### src/rvic_pkg.sv
// Summary of operation
// - Master reset clears channel status, interrupt status, mask, output value and config.
// - Master reset loads the interrupt vector register with 0x0f.
// - Master reset halts the counter/timer until software restarts it.
// - Master reset drives all eight general outputs high.
// - Master reset idles both channels; both transmit lines held marking high.
// - Data lines float whenever chip select is high, except during acknowledge in chained mode.
// - Host transfers happen only while chip select is low.
// - Inputs 2, 6, 5, 4 can serve as timer, rx B, tx B, rx A clocks.
// - In chained mode, during acknowledge the device drives the interrupt vector onto the data lines.
// - In chained mode, chain enable out follows chain enable in low, back high when it rises unless in service; plain mode holds it high.
// - In chained mode, after raising a request, chain enable out stays low until end-of-service.
// - In chained mode, requests are raised only while chain enable in is high; plain mode ignores it.
// - Request output asserted while any unmasked condition exists, negated when all clear; chained mode also holds it off while chain enable in is low.
// - In chained mode, data lines are driven during acknowledge despite chip select high.
package rvic_pkg;
	localparam logic [7:0] RVIC_VEC_RST = 8'h0f;
	localparam logic [7:0] RVIC_ZERO_RST = 8'h00;
	localparam logic [7:0] RVIC_OUT_RST = 8'hff;
	localparam logic RVIC_MARK = 1'b1;
	localparam int RVIC_CLK_TIN = 2;
	localparam int RVIC_CLK_RXB = 6;
	localparam int RVIC_CLK_TXB = 5;
	localparam int RVIC_CLK_RXA = 4;
	localparam logic [1:0] RVIC_REG_VEC = 2'h0;
	localparam logic [1:0] RVIC_REG_MASK = 2'h1;
	localparam logic [1:0] RVIC_REG_STAT = 2'h2;
	localparam logic [1:0] RVIC_REG_OUT = 2'h3;
endpackage : rvic_pkg

### src/rvic_chain_if.sv
`timescale 1ns/100ps
interface rvic_chain_if;
	logic chain_in;
	logic pending;
	logic service_done;
	logic req_ok;
	logic chain_out;
	modport ctl (input chain_in, input pending, input service_done, output req_ok,
		output chain_out);
	modport top (output chain_in, output pending, output service_done, input req_ok,
		input chain_out);
endinterface : rvic_chain_if

### src/rvic_chain.sv
`timescale 1ns/100ps
module rvic_chain
	import rvic_pkg::*;
(
	input wire logic core_clk,
	input wire logic rst_n,
	rvic_chain_if.ctl ch
);
	logic in_service_r;
	logic in_service_nxt;
	// A request may start only while the chain above lets us through.
	assign ch.req_ok = ch.chain_in;
	// Service holds until end-of-service; a new request in that cycle wins.
	assign in_service_nxt = (ch.pending && ch.chain_in) ? 1'b1 :
		(ch.service_done ? 1'b0 : in_service_r);
	assign ch.chain_out = ch.chain_in && !in_service_r;
	always_ff @(posedge core_clk or negedge rst_n) begin
		if (!rst_n) begin
			in_service_r <= 1'b0;
		end else begin
			in_service_r <= in_service_nxt;
		end
	end
	held_low_a: assert property (@(posedge core_clk) disable iff (!rst_n)
		(in_service_r && !ch.service_done) |=> !ch.chain_out)
		else $error("chain out rose during service");
endmodule : rvic_chain

### src/rvic_top.sv
`timescale 1ns/100ps
module rvic_top
	import rvic_pkg::*;
#(
	parameter int DW = 8
) (
	input wire logic core_clk,
	input wire logic rst_n,
	input wire logic master_reset,
	input wire logic chained_mode,
	input wire logic chip_sel_n,
	input wire logic rd_n,
	input wire logic wr_n,
	input wire logic [1:0] reg_sel,
	input wire logic [DW-1:0] host_data_lines_i,
	output logic [DW-1:0] host_data_lines_o,
	output logic host_data_lines_oe,
	input wire logic request_n_a_ack_n,
	input wire logic chain_enable_in,
	output logic chain_enable_out,
	input wire logic end_of_service,
	input wire logic [7:0] event_set,
	input wire logic [6:0] general_inputs,
	input wire logic [3:0] alt_clock_sel,
	input wire logic timer_restart,
	input wire logic [DW-1:0] channel_status_set,
	output logic request_n_a_o,
	output logic request_n_a_oe,
	output logic [7:0] general_outputs,
	output logic serial_tx_a,
	output logic serial_tx_b,
	output logic timer_running,
	output logic timer_ext_clock,
	output logic rx_clock_b,
	output logic tx_clock_b,
	output logic rx_clock_a,
	output logic [DW-1:0] channel_status
);
	logic [DW-1:0] interrupt_vector_reg_r;
	logic [7:0] interrupt_mask_reg_r;
	logic [7:0] interrupt_status_reg_r;
	logic [7:0] output_port_value_reg_r;
	logic [7:0] output_port_config_reg_r;
	logic [DW-1:0] channel_status_reg_r;
	logic ack_armed_r;
	logic mode_r;
	logic mode_seen_r;
	logic [DW-1:0] rd_data_nxt;
	logic oe_nxt;
	logic [7:0] status_nxt;

	// One decode serves every register write so the select map lives in one place.
	function automatic logic wr_hit(input logic wr, input logic [1:0] sel,
		input logic [1:0] code);
		return wr && (sel == code);
	endfunction : wr_hit

	wire cs_ok = !chip_sel_n;
	wire bus_rd = cs_ok && !rd_n;
	wire bus_wr = cs_ok && !wr_n && rd_n;
	wire hit_vec = wr_hit(bus_wr, reg_sel, RVIC_REG_VEC);
	wire hit_mask = wr_hit(bus_wr, reg_sel, RVIC_REG_MASK);
	wire hit_stat = wr_hit(bus_wr, reg_sel, RVIC_REG_STAT);
	wire hit_out = wr_hit(bus_wr, reg_sel, RVIC_REG_OUT);
	wire ack_cycle = mode_r && ack_armed_r && !rd_n;
	wire [7:0] unmasked = interrupt_status_reg_r & interrupt_mask_reg_r;
	wire any_cond = |unmasked;
	wire req_raise;
	rvic_chain_if ch_if();
	assign ch_if.chain_in = mode_r ? chain_enable_in : 1'b1;
	assign ch_if.pending = any_cond && mode_r;
	assign ch_if.service_done = end_of_service;
	rvic_chain u_rvic_chain (
		.core_clk(core_clk),
		.rst_n(rst_n),
		.ch(ch_if)
	);
	assign req_raise = any_cond && ch_if.req_ok;
	// Selected read data; acknowledge takes priority over a plain read.
	always_comb begin
		rd_data_nxt = '0;
		if (ack_cycle) begin
			rd_data_nxt = interrupt_vector_reg_r;
		end else begin
			unique case (reg_sel)
				RVIC_REG_VEC: rd_data_nxt = interrupt_vector_reg_r;
				RVIC_REG_MASK: rd_data_nxt = DW'(interrupt_mask_reg_r);
				RVIC_REG_STAT: rd_data_nxt = DW'(interrupt_status_reg_r);
				RVIC_REG_OUT: rd_data_nxt = DW'(output_port_value_reg_r);
			endcase
		end
	end
	assign oe_nxt = !master_reset && (bus_rd || ack_cycle);
	// Set wins over a write-one-to-clear in the same cycle.
	assign status_nxt = hit_stat ?
		((interrupt_status_reg_r & ~host_data_lines_i[7:0]) | event_set) :
		(interrupt_status_reg_r | event_set);
	// Mode is sampled once after reset release and then held.
	always_ff @(posedge core_clk or negedge rst_n) begin
		if (!rst_n) begin
			mode_seen_r <= 1'b0;
			mode_r <= 1'b0;
		end else if (!mode_seen_r) begin
			mode_seen_r <= 1'b1;
			mode_r <= chained_mode;
		end
	end
	always_ff @(posedge core_clk or negedge rst_n) begin
		if (!rst_n) begin
			ack_armed_r <= 1'b0;
		end else if (!request_n_a_ack_n) begin
			ack_armed_r <= 1'b1;
		end else if (rd_n) begin
			ack_armed_r <= 1'b0;
		end
	end
	always_ff @(posedge core_clk or negedge rst_n) begin
		if (!rst_n) begin
			interrupt_vector_reg_r <= DW'(RVIC_VEC_RST);
			interrupt_mask_reg_r <= RVIC_ZERO_RST;
			interrupt_status_reg_r <= RVIC_ZERO_RST;
			output_port_value_reg_r <= RVIC_ZERO_RST;
			output_port_config_reg_r <= RVIC_ZERO_RST;
			channel_status_reg_r <= '0;
		end else if (master_reset) begin
			interrupt_vector_reg_r <= DW'(RVIC_VEC_RST);
			interrupt_mask_reg_r <= RVIC_ZERO_RST;
			interrupt_status_reg_r <= RVIC_ZERO_RST;
			output_port_value_reg_r <= RVIC_ZERO_RST;
			output_port_config_reg_r <= RVIC_ZERO_RST;
			channel_status_reg_r <= '0;
		end else begin
			interrupt_status_reg_r <= status_nxt;
			channel_status_reg_r <= channel_status_reg_r | channel_status_set;
			if (hit_vec) begin
				interrupt_vector_reg_r <= host_data_lines_i;
			end
			if (hit_mask) begin
				interrupt_mask_reg_r <= host_data_lines_i[7:0];
			end
			if (hit_out) begin
				output_port_value_reg_r <= host_data_lines_i[7:0];
			end
		end
	end
	// Outputs are registered; value register bits drive the pins inverted, so zero reads high.
	always_ff @(posedge core_clk or negedge rst_n) begin
		if (!rst_n) begin
			host_data_lines_o <= '0;
			host_data_lines_oe <= 1'b0;
			request_n_a_o <= 1'b0;
			request_n_a_oe <= 1'b0;
			chain_enable_out <= 1'b1;
			general_outputs <= RVIC_OUT_RST;
			serial_tx_a <= RVIC_MARK;
			serial_tx_b <= RVIC_MARK;
			timer_running <= 1'b0;
			timer_ext_clock <= 1'b0;
			rx_clock_b <= 1'b0;
			tx_clock_b <= 1'b0;
			rx_clock_a <= 1'b0;
			channel_status <= '0;
		end else begin
			host_data_lines_o <= rd_data_nxt;
			host_data_lines_oe <= oe_nxt;
			request_n_a_o <= 1'b0;
			request_n_a_oe <= req_raise && !master_reset;
			chain_enable_out <= mode_r ? ch_if.chain_out : 1'b1;
			general_outputs <= master_reset ? RVIC_OUT_RST : ~output_port_value_reg_r;
			serial_tx_a <= RVIC_MARK;
			serial_tx_b <= RVIC_MARK;
			timer_running <= master_reset ? 1'b0 : (timer_restart ? 1'b1 : timer_running);
			timer_ext_clock <= alt_clock_sel[0] && general_inputs[RVIC_CLK_TIN];
			rx_clock_b <= alt_clock_sel[1] && general_inputs[RVIC_CLK_RXB];
			tx_clock_b <= alt_clock_sel[2] && general_inputs[RVIC_CLK_TXB];
			rx_clock_a <= alt_clock_sel[3] && general_inputs[RVIC_CLK_RXA];
			channel_status <= channel_status_reg_r;
		end
	end
	float_cs_a: assert property (@(posedge core_clk) disable iff (!rst_n)
		(chip_sel_n && !ack_cycle) |=> !host_data_lines_oe)
		else $error("data driven with chip select high");
	vec_ack_a: assert property (@(posedge core_clk) disable iff (!rst_n)
		(ack_cycle && !master_reset) |=> host_data_lines_oe &&
		host_data_lines_o == $past(interrupt_vector_reg_r))
		else $error("vector missing in acknowledge");
	reset_vec_a: assert property (@(posedge core_clk) disable iff (!rst_n)
		master_reset |=> interrupt_vector_reg_r == DW'(RVIC_VEC_RST))
		else $error("vector not reloaded");
	reset_clear_a: assert property (@(posedge core_clk) disable iff (!rst_n)
		master_reset |=> interrupt_mask_reg_r == 8'h00 && output_port_config_reg_r == 8'h00)
		else $error("registers not cleared");
	reset_outs_a: assert property (@(posedge core_clk) disable iff (!rst_n)
		master_reset |=> general_outputs == 8'hff && !timer_running)
		else $error("outputs not high or timer running");
	tx_mark_a: assert property (@(posedge core_clk) disable iff (!rst_n)
		master_reset ##1 1'b1 |-> serial_tx_a && serial_tx_b)
		else $error("transmit line not marking");
	no_req_a: assert property (@(posedge core_clk) disable iff (!rst_n)
		(mode_r && !chain_enable_in) |=> !request_n_a_oe)
		else $error("request raised with chain blocked");
	req_cond_a: assert property (@(posedge core_clk) disable iff (!rst_n)
		(!any_cond) |=> !request_n_a_oe)
		else $error("request without condition");
	chain_low_a: assert property (@(posedge core_clk) disable iff (!rst_n)
		(mode_r && !chain_enable_in) |=> !chain_enable_out)
		else $error("chain out high while chain in low");

	rd_drive_a: assert property (@(posedge core_clk) disable iff (!rst_n)
		(!chip_sel_n && !rd_n && !master_reset) |=> host_data_lines_oe)
		else $error("read with chip select low not answered");

	rd_data_a: assert property (@(posedge core_clk) disable iff (!rst_n)
		(bus_rd && !ack_cycle && reg_sel == RVIC_REG_MASK) |=>
		host_data_lines_o == DW'($past(interrupt_mask_reg_r)))
		else $error("mask read data wrong");

	vec_wr_a: assert property (@(posedge core_clk) disable iff (!rst_n)
		(hit_vec && !master_reset) |=> interrupt_vector_reg_r == $past(host_data_lines_i))
		else $error("vector write lost");

	mask_wr_a: assert property (@(posedge core_clk) disable iff (!rst_n)
		(hit_mask && !master_reset) |=> DW'(interrupt_mask_reg_r) == $past(host_data_lines_i))
		else $error("mask write lost");

	opv_wr_a: assert property (@(posedge core_clk) disable iff (!rst_n)
		(hit_out && !master_reset) |=>
		DW'(output_port_value_reg_r) == $past(host_data_lines_i))
		else $error("output value write lost");

	stat_clr_a: assert property (@(posedge core_clk) disable iff (!rst_n)
		(hit_stat && !master_reset && event_set == 8'h00) |=>
		(interrupt_status_reg_r & $past(host_data_lines_i)) == 8'h00)
		else $error("status bits not cleared by write");

	stat_set_a: assert property (@(posedge core_clk) disable iff (!rst_n)
		!master_reset |=> (interrupt_status_reg_r & $past(event_set)) == $past(event_set))
		else $error("event did not set status");

	req_up_a: assert property (@(posedge core_clk) disable iff (!rst_n)
		(req_raise && !master_reset) |=> request_n_a_oe)
		else $error("request not raised");

	reset_oe_a: assert property (@(posedge core_clk) disable iff (!rst_n)
		master_reset |=> !host_data_lines_oe)
		else $error("data driven during master reset");

	reset_req_a: assert property (@(posedge core_clk) disable iff (!rst_n)
		master_reset |=> !request_n_a_oe)
		else $error("request during master reset");

	reset_stat_a: assert property (@(posedge core_clk) disable iff (!rst_n)
		master_reset |=> interrupt_status_reg_r == 8'h00 && channel_status_reg_r == '0)
		else $error("status registers not cleared");

	reset_opv_a: assert property (@(posedge core_clk) disable iff (!rst_n)
		master_reset |=> output_port_value_reg_r == 8'h00)
		else $error("output value not cleared");

	chst_out_a: assert property (@(posedge core_clk) disable iff (!rst_n)
		1'b1 |=> channel_status == $past(channel_status_reg_r))
		else $error("channel status output stale");

	tmr_hold_a: assert property (@(posedge core_clk) disable iff (!rst_n)
		(!master_reset && !timer_restart) |=> timer_running == $past(timer_running))
		else $error("timer state changed without cause");

	tmr_start_a: assert property (@(posedge core_clk) disable iff (!rst_n)
		(!master_reset && timer_restart) |=> timer_running)
		else $error("timer did not restart");

	gpo_follow_a: assert property (@(posedge core_clk) disable iff (!rst_n)
		!master_reset |=> general_outputs == ~$past(output_port_value_reg_r))
		else $error("general outputs do not follow value");

	tin_pass_a: assert property (@(posedge core_clk) disable iff (!rst_n)
		(alt_clock_sel[0] && general_inputs[RVIC_CLK_TIN]) |=> timer_ext_clock)
		else $error("timer clock not passed");

	tin_gate_a: assert property (@(posedge core_clk) disable iff (!rst_n)
		!alt_clock_sel[0] |=> !timer_ext_clock)
		else $error("timer clock not gated");

	rxb_pass_a: assert property (@(posedge core_clk) disable iff (!rst_n)
		(alt_clock_sel[1] && general_inputs[RVIC_CLK_RXB]) |=> rx_clock_b)
		else $error("rx clock b not passed");

	rxb_gate_a: assert property (@(posedge core_clk) disable iff (!rst_n)
		!alt_clock_sel[1] |=> !rx_clock_b)
		else $error("rx clock b not gated");

	txb_pass_a: assert property (@(posedge core_clk) disable iff (!rst_n)
		(alt_clock_sel[2] && general_inputs[RVIC_CLK_TXB]) |=> tx_clock_b)
		else $error("tx clock b not passed");

	txb_gate_a: assert property (@(posedge core_clk) disable iff (!rst_n)
		!alt_clock_sel[2] |=> !tx_clock_b)
		else $error("tx clock b not gated");

	rxa_pass_a: assert property (@(posedge core_clk) disable iff (!rst_n)
		(alt_clock_sel[3] && general_inputs[RVIC_CLK_RXA]) |=> rx_clock_a)
		else $error("rx clock a not passed");

	rxa_gate_a: assert property (@(posedge core_clk) disable iff (!rst_n)
		!alt_clock_sel[3] |=> !rx_clock_a)
		else $error("rx clock a not gated");

	svc_low_a: assert property (@(posedge core_clk) disable iff (!rst_n)
		(mode_r && ch_if.pending && ch_if.chain_in) ##1 1'b1 |=> !chain_enable_out)
		else $error("chain out high after request");

	ack_off_a: assert property (@(posedge core_clk) disable iff (!rst_n)
		(!mode_r && chip_sel_n) |=> !host_data_lines_oe)
		else $error("plain mode drove data with chip select high");

	plain_ceo_a: assert property (@(posedge core_clk) disable iff (!rst_n)
		!mode_r |=> chain_enable_out)
		else $error("plain mode chain out low");

	mode_hold_a: assert property (@(posedge core_clk) disable iff (!rst_n)
		mode_seen_r |=> mode_r == $past(mode_r))
		else $error("bus mode changed in operation");
endmodule : rvic_top

### config.mk
export PLATFORM = sky130hd
export DESIGN_NAME = rvic_top
export DESIGN_NICKNAME = d
export VERILOG_FILES = /design/src/rvic_pkg.sv /design/src/rvic_chain_if.sv /design/src/rvic_chain.sv /design/src/rvic_top.sv
export SDC_FILE = /design/constraint.sdc
export NUM_CORES = 1
export LEC_CHECK = 0
export BUFFER_PORTS_ARGS = -buffer_cell sky130_fd_sc_hd__buf_2
export CAP_MARGIN = 0
export CELL_PAD_IN_SITES_DETAIL_PLACEMENT = 0
export CELL_PAD_IN_SITES_GLOBAL_PLACEMENT = 1
export CORE_ASPECT_RATIO = 0.6
export CORE_UTILIZATION = 46
export CTS_BUF_LIST = sky130_fd_sc_hd__clkbuf_4
export DETAILED_ROUTE_END_ITERATION = 16
export PLACE_DENSITY_LB_ADDON = 0.08
export SKIP_CTS_REPAIR_TIMING = 1
export SYNTH_ARGS = -nofsm -noshare
export SYNTH_HDL_FRONTEND = slang
export SYNTH_SLANG_ARGS = --single-unit
export TNS_END_PERCENT = 5
### constraint.sdc
create_clock -name core_clk -period 2 [get_ports core_clk]
set_input_delay 0.4 -clock core_clk [delete_from_list [all_inputs] [get_ports core_clk]]
set_output_delay 0.4 -clock core_clk [all_outputs]
set_load 0.005 [all_outputs]
==> metrics, run 1 <==
crit-path max FO=1; CTS Root Cell=clkbuf_4; Final Cell Area=0.00376 mm²; DR pass1 iterations=4; Critical Path Sink=general_outputs[6]; required time of the critical path=1.60 ns; wire per inst=14.5 µm; CP delay by family, top=flip-flops; fmax=683 MHz; Critical Path AT=1.06 ns; number of port buffers=76; initial antenna violation count=0; critical path buffer and inverter count=1; CP Cell Sequence=buf_2; Synth Register Bits=76; gr ovfl total=0; CTS sink cnt=76; status=complete, no violations; worst r2r path cells=4; CTS Buf Count=9; commonest non-fill, non-tap cells in the layout=buf_2, dfrtp_1, nand2b_1; GRT Util Overall=0.202; main combinational cell family by area after synthesis=simple AND/OR/NAND/NOR gates; commonest non-fill, non-tap cell in the layout=buf_2; gate count of the mapped netlist=254; CTS tree=yes; post-synthesis mux area share=0.112; DRT iter0 DRCs=96; NumNets Final=388; YS warnings=0; ratio of cells with drive above 1 in the final layout=0.397; clock tree buffer depth=2; Compound-Gate Fraction of Synth Area=0.105; DR DRC count=0; Vias/cell=5.00; area share of the largest cell type after synthesis=0.503; cell area after synthesis=0.00313 mm²; number of library cell types mapped by synthesis=33; Max-Cap Viols=0; post-synthesis adder-cell area fraction=0; final setup fails=0; xor/xnor cell area share of the yosys netlist=0; Leak=1.80 nW; syn avg cell area=12.3 µm²; Final Cycle Share=0.732; vias in the first global route=2207; I/O Pins=83; met3 routed WL=340 µm; RR Endpoint=host_data_lines_o[0]; # rows=22; Worst R2R Start=mode_r; crit-path max cell delay=0.55 ns; Die Y=65.9 µm; H-tree depth=3; register area share after synthesis=0.612; area leader, netlist=dfrtp_1; clock slew at reported path FFs=0.12 ns; crit path from=general_outputs[6]; post-route ant nets=0; Slew Limit Fails=0; highest routed metal layer=met4; Placed Instance Area=0.00365 mm²; setup TNS=0 ns; Fin. Hold Viols=0; RePlAce Congestion=0.862; Initial Util=0.495; Simple-Gate Fraction of Synth Area=0.122; Area Overhead vs Synth=19.9%; PwrDens=712 mW/mm²; fin crit period=1.46 ns; top cells by area, synth=dfrtp_1, dfstp_2, mux2_2; diode count=0; Max stage delay cell, worst path=dfstp_2; # fillers=546; die width=109 µm; total wire length=6.22 mm; Core Footprint=0.00633 mm²; worst skew pair latency=0.43 ns; Startpoint Class=flip-flop; crit end category=output pin; Worst VDD drop=507 µV; Die ar.=0.00716 mm²; setup slack, reg-to-reg=0.67 ns; RSZ-0062 raised after global routing=no; vias=2144; Setup Skew=0.0206 ns; DP Wirelength=4.53 mm; worst hold path type=in2reg; WL met1=3.03 mm; Setup Crit Path Kind=reg2out; met2 wire length=2.80 mm; first-pass GRT wire length=10.6 mm; cell count along the critical path=1; largest net degree at the start of global routing=32
==> stage by stage <==
step                 util  setup WS (ns)  hold slack, ns  power (W)  instances
finish              0.593          0.536           0.136    0.00267        429
floorplan               -          0.441           0.104    0.00180        256
detailed placement  0.576          0.200           0.359    0.00196        412
CTS                 0.592          0.511          -0.126    0.00270        428
global route        0.593          0.488           0.108    0.00281        429
global placement    0.576          0.249           0.360    0.00196        412
==> cells in the mapped netlist <==
cell and n:
inv_1 11, dfstp_2 13, dfrtp_1 63, conb_1 2
a22o_1 8, o31ai_1 4, mux2i_1 16, nor2_1 18
buf_4 3, o21ba_2 4, clkbuf_1 6, a21oi_1 8
nand2_1 7, o21ai_0 6, a211o_1 4, a22oi_1 4
nor3b_2 2, or3b_1 1, and4_1 1, nand2b_1 24
and3_1 5, o21a_1 1, a211oi_1 2, and2_1 4
nor2b_1 1, buf_2 5, nand3_1 4, mux2_2 17
nor2_2 1, buf_6 3, o22ai_1 1, a31oi_1 4
or2_1 1
==> state kept, by name, indices dropped and copies added, names as in the netlist, 8 cells and up <==
signal and cells:
channel_status 8, channel_status_reg_r 8, general_outputs 8, host_data_lines_o 8, interrupt_mask_reg_r 8, interrupt_status_reg_r 8, interrupt_vector_reg_r 8, output_port_value_reg_r 8
==> where the power goes <==
part / internal (W) / total [W] / switching [W]
registers: 0.00161 / 0.00164 / 0.0000308
logic: 0.000143 / 0.000294 / 0.000151
clock network: 0.000238 / 0.000743 / 0.000505
==> cells by family (layout without fill, tap and decap cells) <==
logic type / after synthesis / in the layout
simple gates: 69 / 69
other cells: 2 / 4
flops: 76 / 76
buf+inv: 28 / 117
compound gates: 46 / 46
mux: 33 / 33
==> layer usage <==
layer  vias up  track usage
met5         -            0
met4         0       0.0659
met3         6       0.0650
met2        60        0.316
met1      1040        0.266
li1       1038            -
==> how the worst min path moves through the flow <==
stage                    from                   endpoint  slack, ns  cells past startpoint
3_5_place_dp            rst_n                 rx_clock_a       0.36                      1
6_report       end_of_service  u_rvic_chain.in_service_r       0.14                      2
4_1_cts                 rst_n    interrupt_mask_reg_r[6]      -0.13                      1
5_1_grt        end_of_service  u_rvic_chain.in_service_r       0.11                      2
3_3_place_gp            rst_n                 rx_clock_a       0.36                      1
2_1_floorplan           rst_n                ack_armed_r       0.10                      0
==> worst register-to-register path: stages, from the launching register on <==
cell and delay (ns):
dfrtp_1 0.46, nand2_1 0.12, o21a_1 0.11, buf_4 0.17
mux2_2 0.35
==> layout make-up <==
| type | instances | area (µm²) | area share |
|---|---|---|---|
| flip-flops and latches | 76 | 1920 | 0.510 |
| multi-input cells | 152 | 1080 | 0.287 |
| repair buffers | 90 | 515 | 0.137 |
| clock buffers | 9 | 67.6 | 0.0180 |
| inverters | 11 | 41.3 | 0.0110 |
| well taps | 84 | 105 | 0.0280 |
| clock inverters | 7 | 32.5 | 0.00866 |
Note: power is estimated with default switching activity, not from simulation.
==> run 2, diff against run 1 <==
- ABC_AREA: not set -> 1
- CORE_UTILIZATION: 46 -> 40
- clock period: 2 -> 1.5 ns (I/O delays scaled with it)
==> run 2 against run 1 <==
Worst hold slack got worse by 0.10 ns. Area after synthesis decreased by 1.3%. Largest power group unchanged. Sequential share of layout area fell by 0.30 points. Routed wire length is 16% higher. Synthesized cell count is 32% higher. Critical endpoint is now general_outputs[2]. Critical path type unchanged.
==> metrics, run 2 <==
register area share after synthesis=0.620; critical path buffer and inverter count=1; I/O Pins=83; CTS tree=yes; worst r2r path cells=5; hold path cells=2; number of library cell types mapped by synthesis=23; # rows=24; DR pass1 iterations=4; Setup Skew=0.0185 ns; Die Y=70.1 µm; final setup fails=0; number of port buffers=76; syn avg cell area=9.21 µm²; clock slew at reported path FFs=0.12 ns; YS warnings=0; Worst R2R Start=mode_r; crit path from=general_outputs[2]; largest net degree at the start of global routing=50; Max-Cap Viols=0; Seq. cell area=0.00192 mm²; # fillers=756; worst slack, placed=0.117 ns; CTS Root Cell=clkbuf_4; RSZ-0062 raised after global routing=no; commonest non-fill, non-tap cells in the layout=nand2_1, buf_2, dfrtp_1; Synth Register Bits=76; ratio of cells with drive above 1 in the final layout=0.316; DP Wirelength=5.21 mm; multi-input combinational cell area=986 µm²; crit end category=output pin; DR DRC count=0; Final Cell Area=0.00378 mm²; number of flops mapped to enable cells by yosys=0; Die ar.=0.00810 mm²; CTS Buf Count=9; Critical Path AT=1.07 ns; FFs w/ async S/R, synth=1.00; Initial Util=0.420; Startpoint Class=flip-flop; required time of the critical path=1.20 ns; Setup Crit Path Kind=reg2out; crit-path max FO=1; Slew Limit Fails=0; gate count of the mapped netlist=336; setup TNS=0 ns; post-route ant nets=0; Max stage delay cell, worst path=dfstp_2; top cells by area, synth=dfrtp_1, nand2_1, dfstp_2; Core Footprint=0.00736 mm²; vias in the first global route=2412; RePlAce Congestion=0.810; fin crit period=1.37 ns; vias=2492; Placed Instance Area=0.00366 mm²; NumNets Final=477; first-pass GRT wire length=11.7 mm; DRT iter0 DRCs=109; Final Cycle Share=0.912; PwrDens=998 mW/mm²; top-count cell post-synth=nand2_1; gr ovfl total=0; CP Cell Sequence=buf_2; worst skew pair latency=0.43 ns; area leader, netlist=dfrtp_1; worst hold path type=in2reg; Final WS setup=0.132 ns; crit-path max cell delay=0.54 ns; Fin. Hold Viols=0; clock tree buffer depth=2; Area Overhead vs Synth=22.2%; cell area after synthesis=0.00309 mm²; GRT Util Overall=0.197; fmax=731 MHz; wire per inst=13.4 µm; die width=116 µm; CTS sink cnt=76; Vias/cell=4.63; Worst VDD drop=657 µV; diode count=0; Leak=2.01 nW; most frequent cells after synthesis=nand2_1, dfrtp_1, nor2_1; startpoint of the worst hold path=request_n_a_ack_n; status=complete, no violations; commonest non-fill, non-tap cell in the layout=nand2_1; H-tree depth=3; CP delay by family, top=flip-flops; initial antenna violation count=0; cell count along the critical path=1; total wire length=7.21 mm; ys flop type=dfrtp_1; area share of the largest cell type after synthesis=0.510
run 2: cell types whose count changed in the layout (fill, tap and decap cells not counted), sizes merged, moves of 24 or more:
cell	previous run	this run
nand2	7	95
nor2	19	55
nand3	4	29
nand2b	24	0
run 2: power breakdown:
part / switching [W] / internal, W / leakage (nW) / total [W]
combinational: 0.000288 / 0.000195 / 0.998 / 0.000483
clock: 0.000712 / 0.000333 / 0.0653 / 0.00104
sequential: 0.0000580 / 0.00219 / 0.946 / 0.00225
run 2: kinds of logic after synthesis:
kind of cell    share of synthesized area
simple gates                        0.263
flops                               0.620
buf+inv                            0.0635
compound gates                     0.0473
other cells                       0.00243
mux                               0.00364
run 2: per-layer routing:
| metal | up-vias | wire, µm | track usage |
|---|---|---|---|
| met3 | 7 | 565 | 0.0668 |
| met2 | 82 | 2960 | 0.268 |
| met5 | - | 0 | 0 |
| met1 | 1155 | 3630 | 0.298 |
| li1 | 1248 | - | - |
| met4 | 0 | 52 | 0.0433 |
run 2: area by class of cell:
class / count / area share
Inverter: 26 / 0.0258
Sequential cell: 76 / 0.507
Multi-Input combinational cell: 221 / 0.261
Clock buffer: 9 / 0.0179
Tap cell: 104 / 0.0344
Clock inverter: 7 / 0.0106
Timing Repair Buffer: 95 / 0.143
run 2: metrics by stage:
stage | util | cells | hold WS (ns) | total power (W)
finish | 0.514 | 538 | 0.0334 | 0.00377
global route | 0.514 | 538 | 0.0169 | 0.00399
detailed placement | 0.498 | 521 | 0.188 | 0.00277
floorplan | - | 338 | 0.00441 | 0.00251
global placement | 0.498 | 521 | 0.186 | 0.00276
CTS | 0.512 | 537 | -0.296 | 0.00383
run 2: final timing paths:
kind | to | slack [ns]
max in group asynchronous | chain_enable_out | 0.62
min in group asynchronous | host_data_lines_o[6] | 0.27
worst min-delay path | ack_armed_r | 0.03
worst min register to register | channel_status[0] | 0.38
worst max register to register | host_data_lines_o[3] | 0.34
worst max-delay path | general_outputs[2] | 0.13
==> run 3, diff against run 2 <==
- SLEW_MARGIN: not set -> 5
- SYNTH_HIERARCHICAL: not set -> 1
==> run 3 against run 2 <==
Setup slack got worse by 0.0070 ns. Die area increased by 0.39%. Largest cell class unchanged. Clock power increased by 35%. Cell count decreased by 0.74%. Count of clock-buffer cells in the layout unchanged. Combinational power about the same. Critical path depth unchanged. Power increased by 8.8%. Clock skew decreased by 0.0072 ns. Area after synthesis increased by 0.40%.
==> metrics, run 3 <==
RePlAce Congestion=0.829; CTS tree=yes; CTS Buf Count=9; FFs w/ async S/R, synth=1.00; crit-path max FO=1; Area Overhead vs Synth=23.9%; clock slew at reported path FFs=0.13 ns; fmax=727 MHz; commonest non-fill, non-tap cells in the layout=nand2_1, buf_2, dfrtp_1; wire per inst=13.8 µm; crit-path max cell delay=0.54 ns; first-pass GRT wire length=12.0 mm; critical path buffer and inverter count=1; gate count of the mapped netlist=332; GRT Util Overall=0.206; Int Pwr=0.00304 W; worst hold path type=in2reg; number of library cell types mapped by synthesis=22; cell area after synthesis=0.00311 mm²; top-count cell post-synth=nand2_1; area share of the largest cell type after synthesis=0.508; vias in the first global route=2410; final setup fails=0; clock share of power=0.340; Slew Limit Fails=0; syn avg cell area=9.35 µm²; Final Cell Area=0.00385 mm²; required time of the critical path=1.20 ns; crit end category=output pin; Die ar.=0.00813 mm²; worst skew pair latency=0.43 ns; Fin. Hold Viols=0; PwrDens=1070 mW/mm²; Max stage delay cell, worst path=dfstp_2; Setup Skew=0.0113 ns; largest net degree at the start of global routing=31; DRT iter0 DRCs=128; YS warnings=6; number of port buffers=76; Seq pwr share=0.542; Placed Instance Area=0.00367 mm²; # rows=24; Leak=2.02 nW; Synth Register Bits=76; Max-Cap Viols=0; I/O Pins=83; register area share after synthesis=0.618; Final Cycle Share=0.916; DR pass1 iterations=4; post-route ant nets=0; Worst VDD drop=616 µV; most frequent cells after synthesis=nand2_1, dfrtp_1, nor2_1; Gate power share=0.118; switching power=0.00106 W; vias=2460; CP delay by family, top=flip-flops; Vias/cell=4.61; DR DRC count=0; CTS sink cnt=76; ys flop type=dfrtp_1; commonest non-fill, non-tap cell in the layout=nand2_1; Pwr Total=0.00411 W; status=complete, no violations; top cells by area, synth=dfrtp_1, nand2_1, dfstp_2; Initial Util=0.420; Die Y=70.3 µm; Startpoint Class=flip-flop; switching fraction of total power=0.259; number of flops mapped to enable cells by yosys=0; area leader, netlist=dfrtp_1; CP Cell Sequence=buf_2; Critical Path AT=1.07 ns; diode count=0; die width=116 µm; Setup Crit Path Kind=reg2out; RSZ-0062 raised after global routing=no; fin crit period=1.37 ns; H-tree depth=3; ratio of cells with drive above 1 in the final layout=0.316; setup TNS=0 ns; DP Wirelength=5.38 mm; initial antenna violation count=0; gr ovfl total=0; Core Footprint=0.00739 mm²; NumNets Final=473; CTS Root Cell=clkbuf_4; total wire length=7.36 mm; clock tree buffer depth=2
## run 3: stage by stage
step	worst slack (ns)	hold WS (ns)	instances	util
finish	0.125	0.0535	534	0.521
detailed placement	0.0328	0.246	516	0.497
CTS	0.0901	-0.248	532	0.518
global route	0.0577	0.0221	534	0.521
floorplan	0.390	0.00441	334	-
global placement	0.0434	0.246	516	0.497
## run 3: routing by layer
| layer | global-route usage | wire length (µm) | vias up | part of all wire |
|---|---|---|---|---|
| met4 | 0.0427 | 27 | 0 | 0.0037 |
| met3 | 0.0764 | 498 | 2 | 0.068 |
| met2 | 0.295 | 3150 | 77 | 0.43 |
| met5 | 0 | 0 | - | 0 |
| met1 | 0.298 | 3680 | 1154 | 0.50 |
| li1 | - | - | 1227 | - |
## run 3: final timing paths
kind / from / endpoint / slack (ns) / cells after the start
setup / recovery: chain_enable_out / chain_enable_out / 0.13 / 1
hold / removal: general_inputs[2] / timer_ext_clock / 0.05 / 3
setup reg to reg: ack_armed_r / host_data_lines_o[1] / 0.21 / 5
hold reg to reg: channel_status_reg_r[5] / channel_status[5] / 0.38 / 0
max in group asynchronous: rst_n / chain_enable_out / 0.60 / 3
min in group asynchronous: rst_n / tx_clock_b / 0.32 / 2
## run 3: power by group through the flow
stage / Sequential (W) / Combinational (W) / Clock [W]
after floorplan: 0.00227 / 0.000221 / 0
after global placement: 0.00226 / 0.000482 / 0
after detailed placement: 0.00227 / 0.000487 / 0
after CTS: 0.00223 / 0.000489 / 0.00144
after global routing: 0.00224 / 0.000551 / 0.00152
final: 0.00223 / 0.000483 / 0.00140
## run 3: logic make-up (layout without fill, tap and decap cells)
| family | count (synthesis) | count (layout) | synth area share |
|---|---|---|---|
| AOI/OAI and AO/OA | 31 | 31 | 0.0572 |
| buffers and inverters | 40 | 136 | 0.0653 |
| DFF | 76 | 76 | 0.618 |
| other | 2 | 4 | 0.00242 |
| and+or+nand+nor | 183 | 183 | 0.257 |
## run 3: area by class of cell
type                            instances  area (µm²)
Clock inverter                          7        90.1
Sequential cell                        76        1920
Multi-Input combinational cell        218         992
Inverter                               25        93.8
Timing Repair Buffer                   95         556
Clock buffer                            9        67.6
Fill cell                             744        3540
Tap cell                              104         130
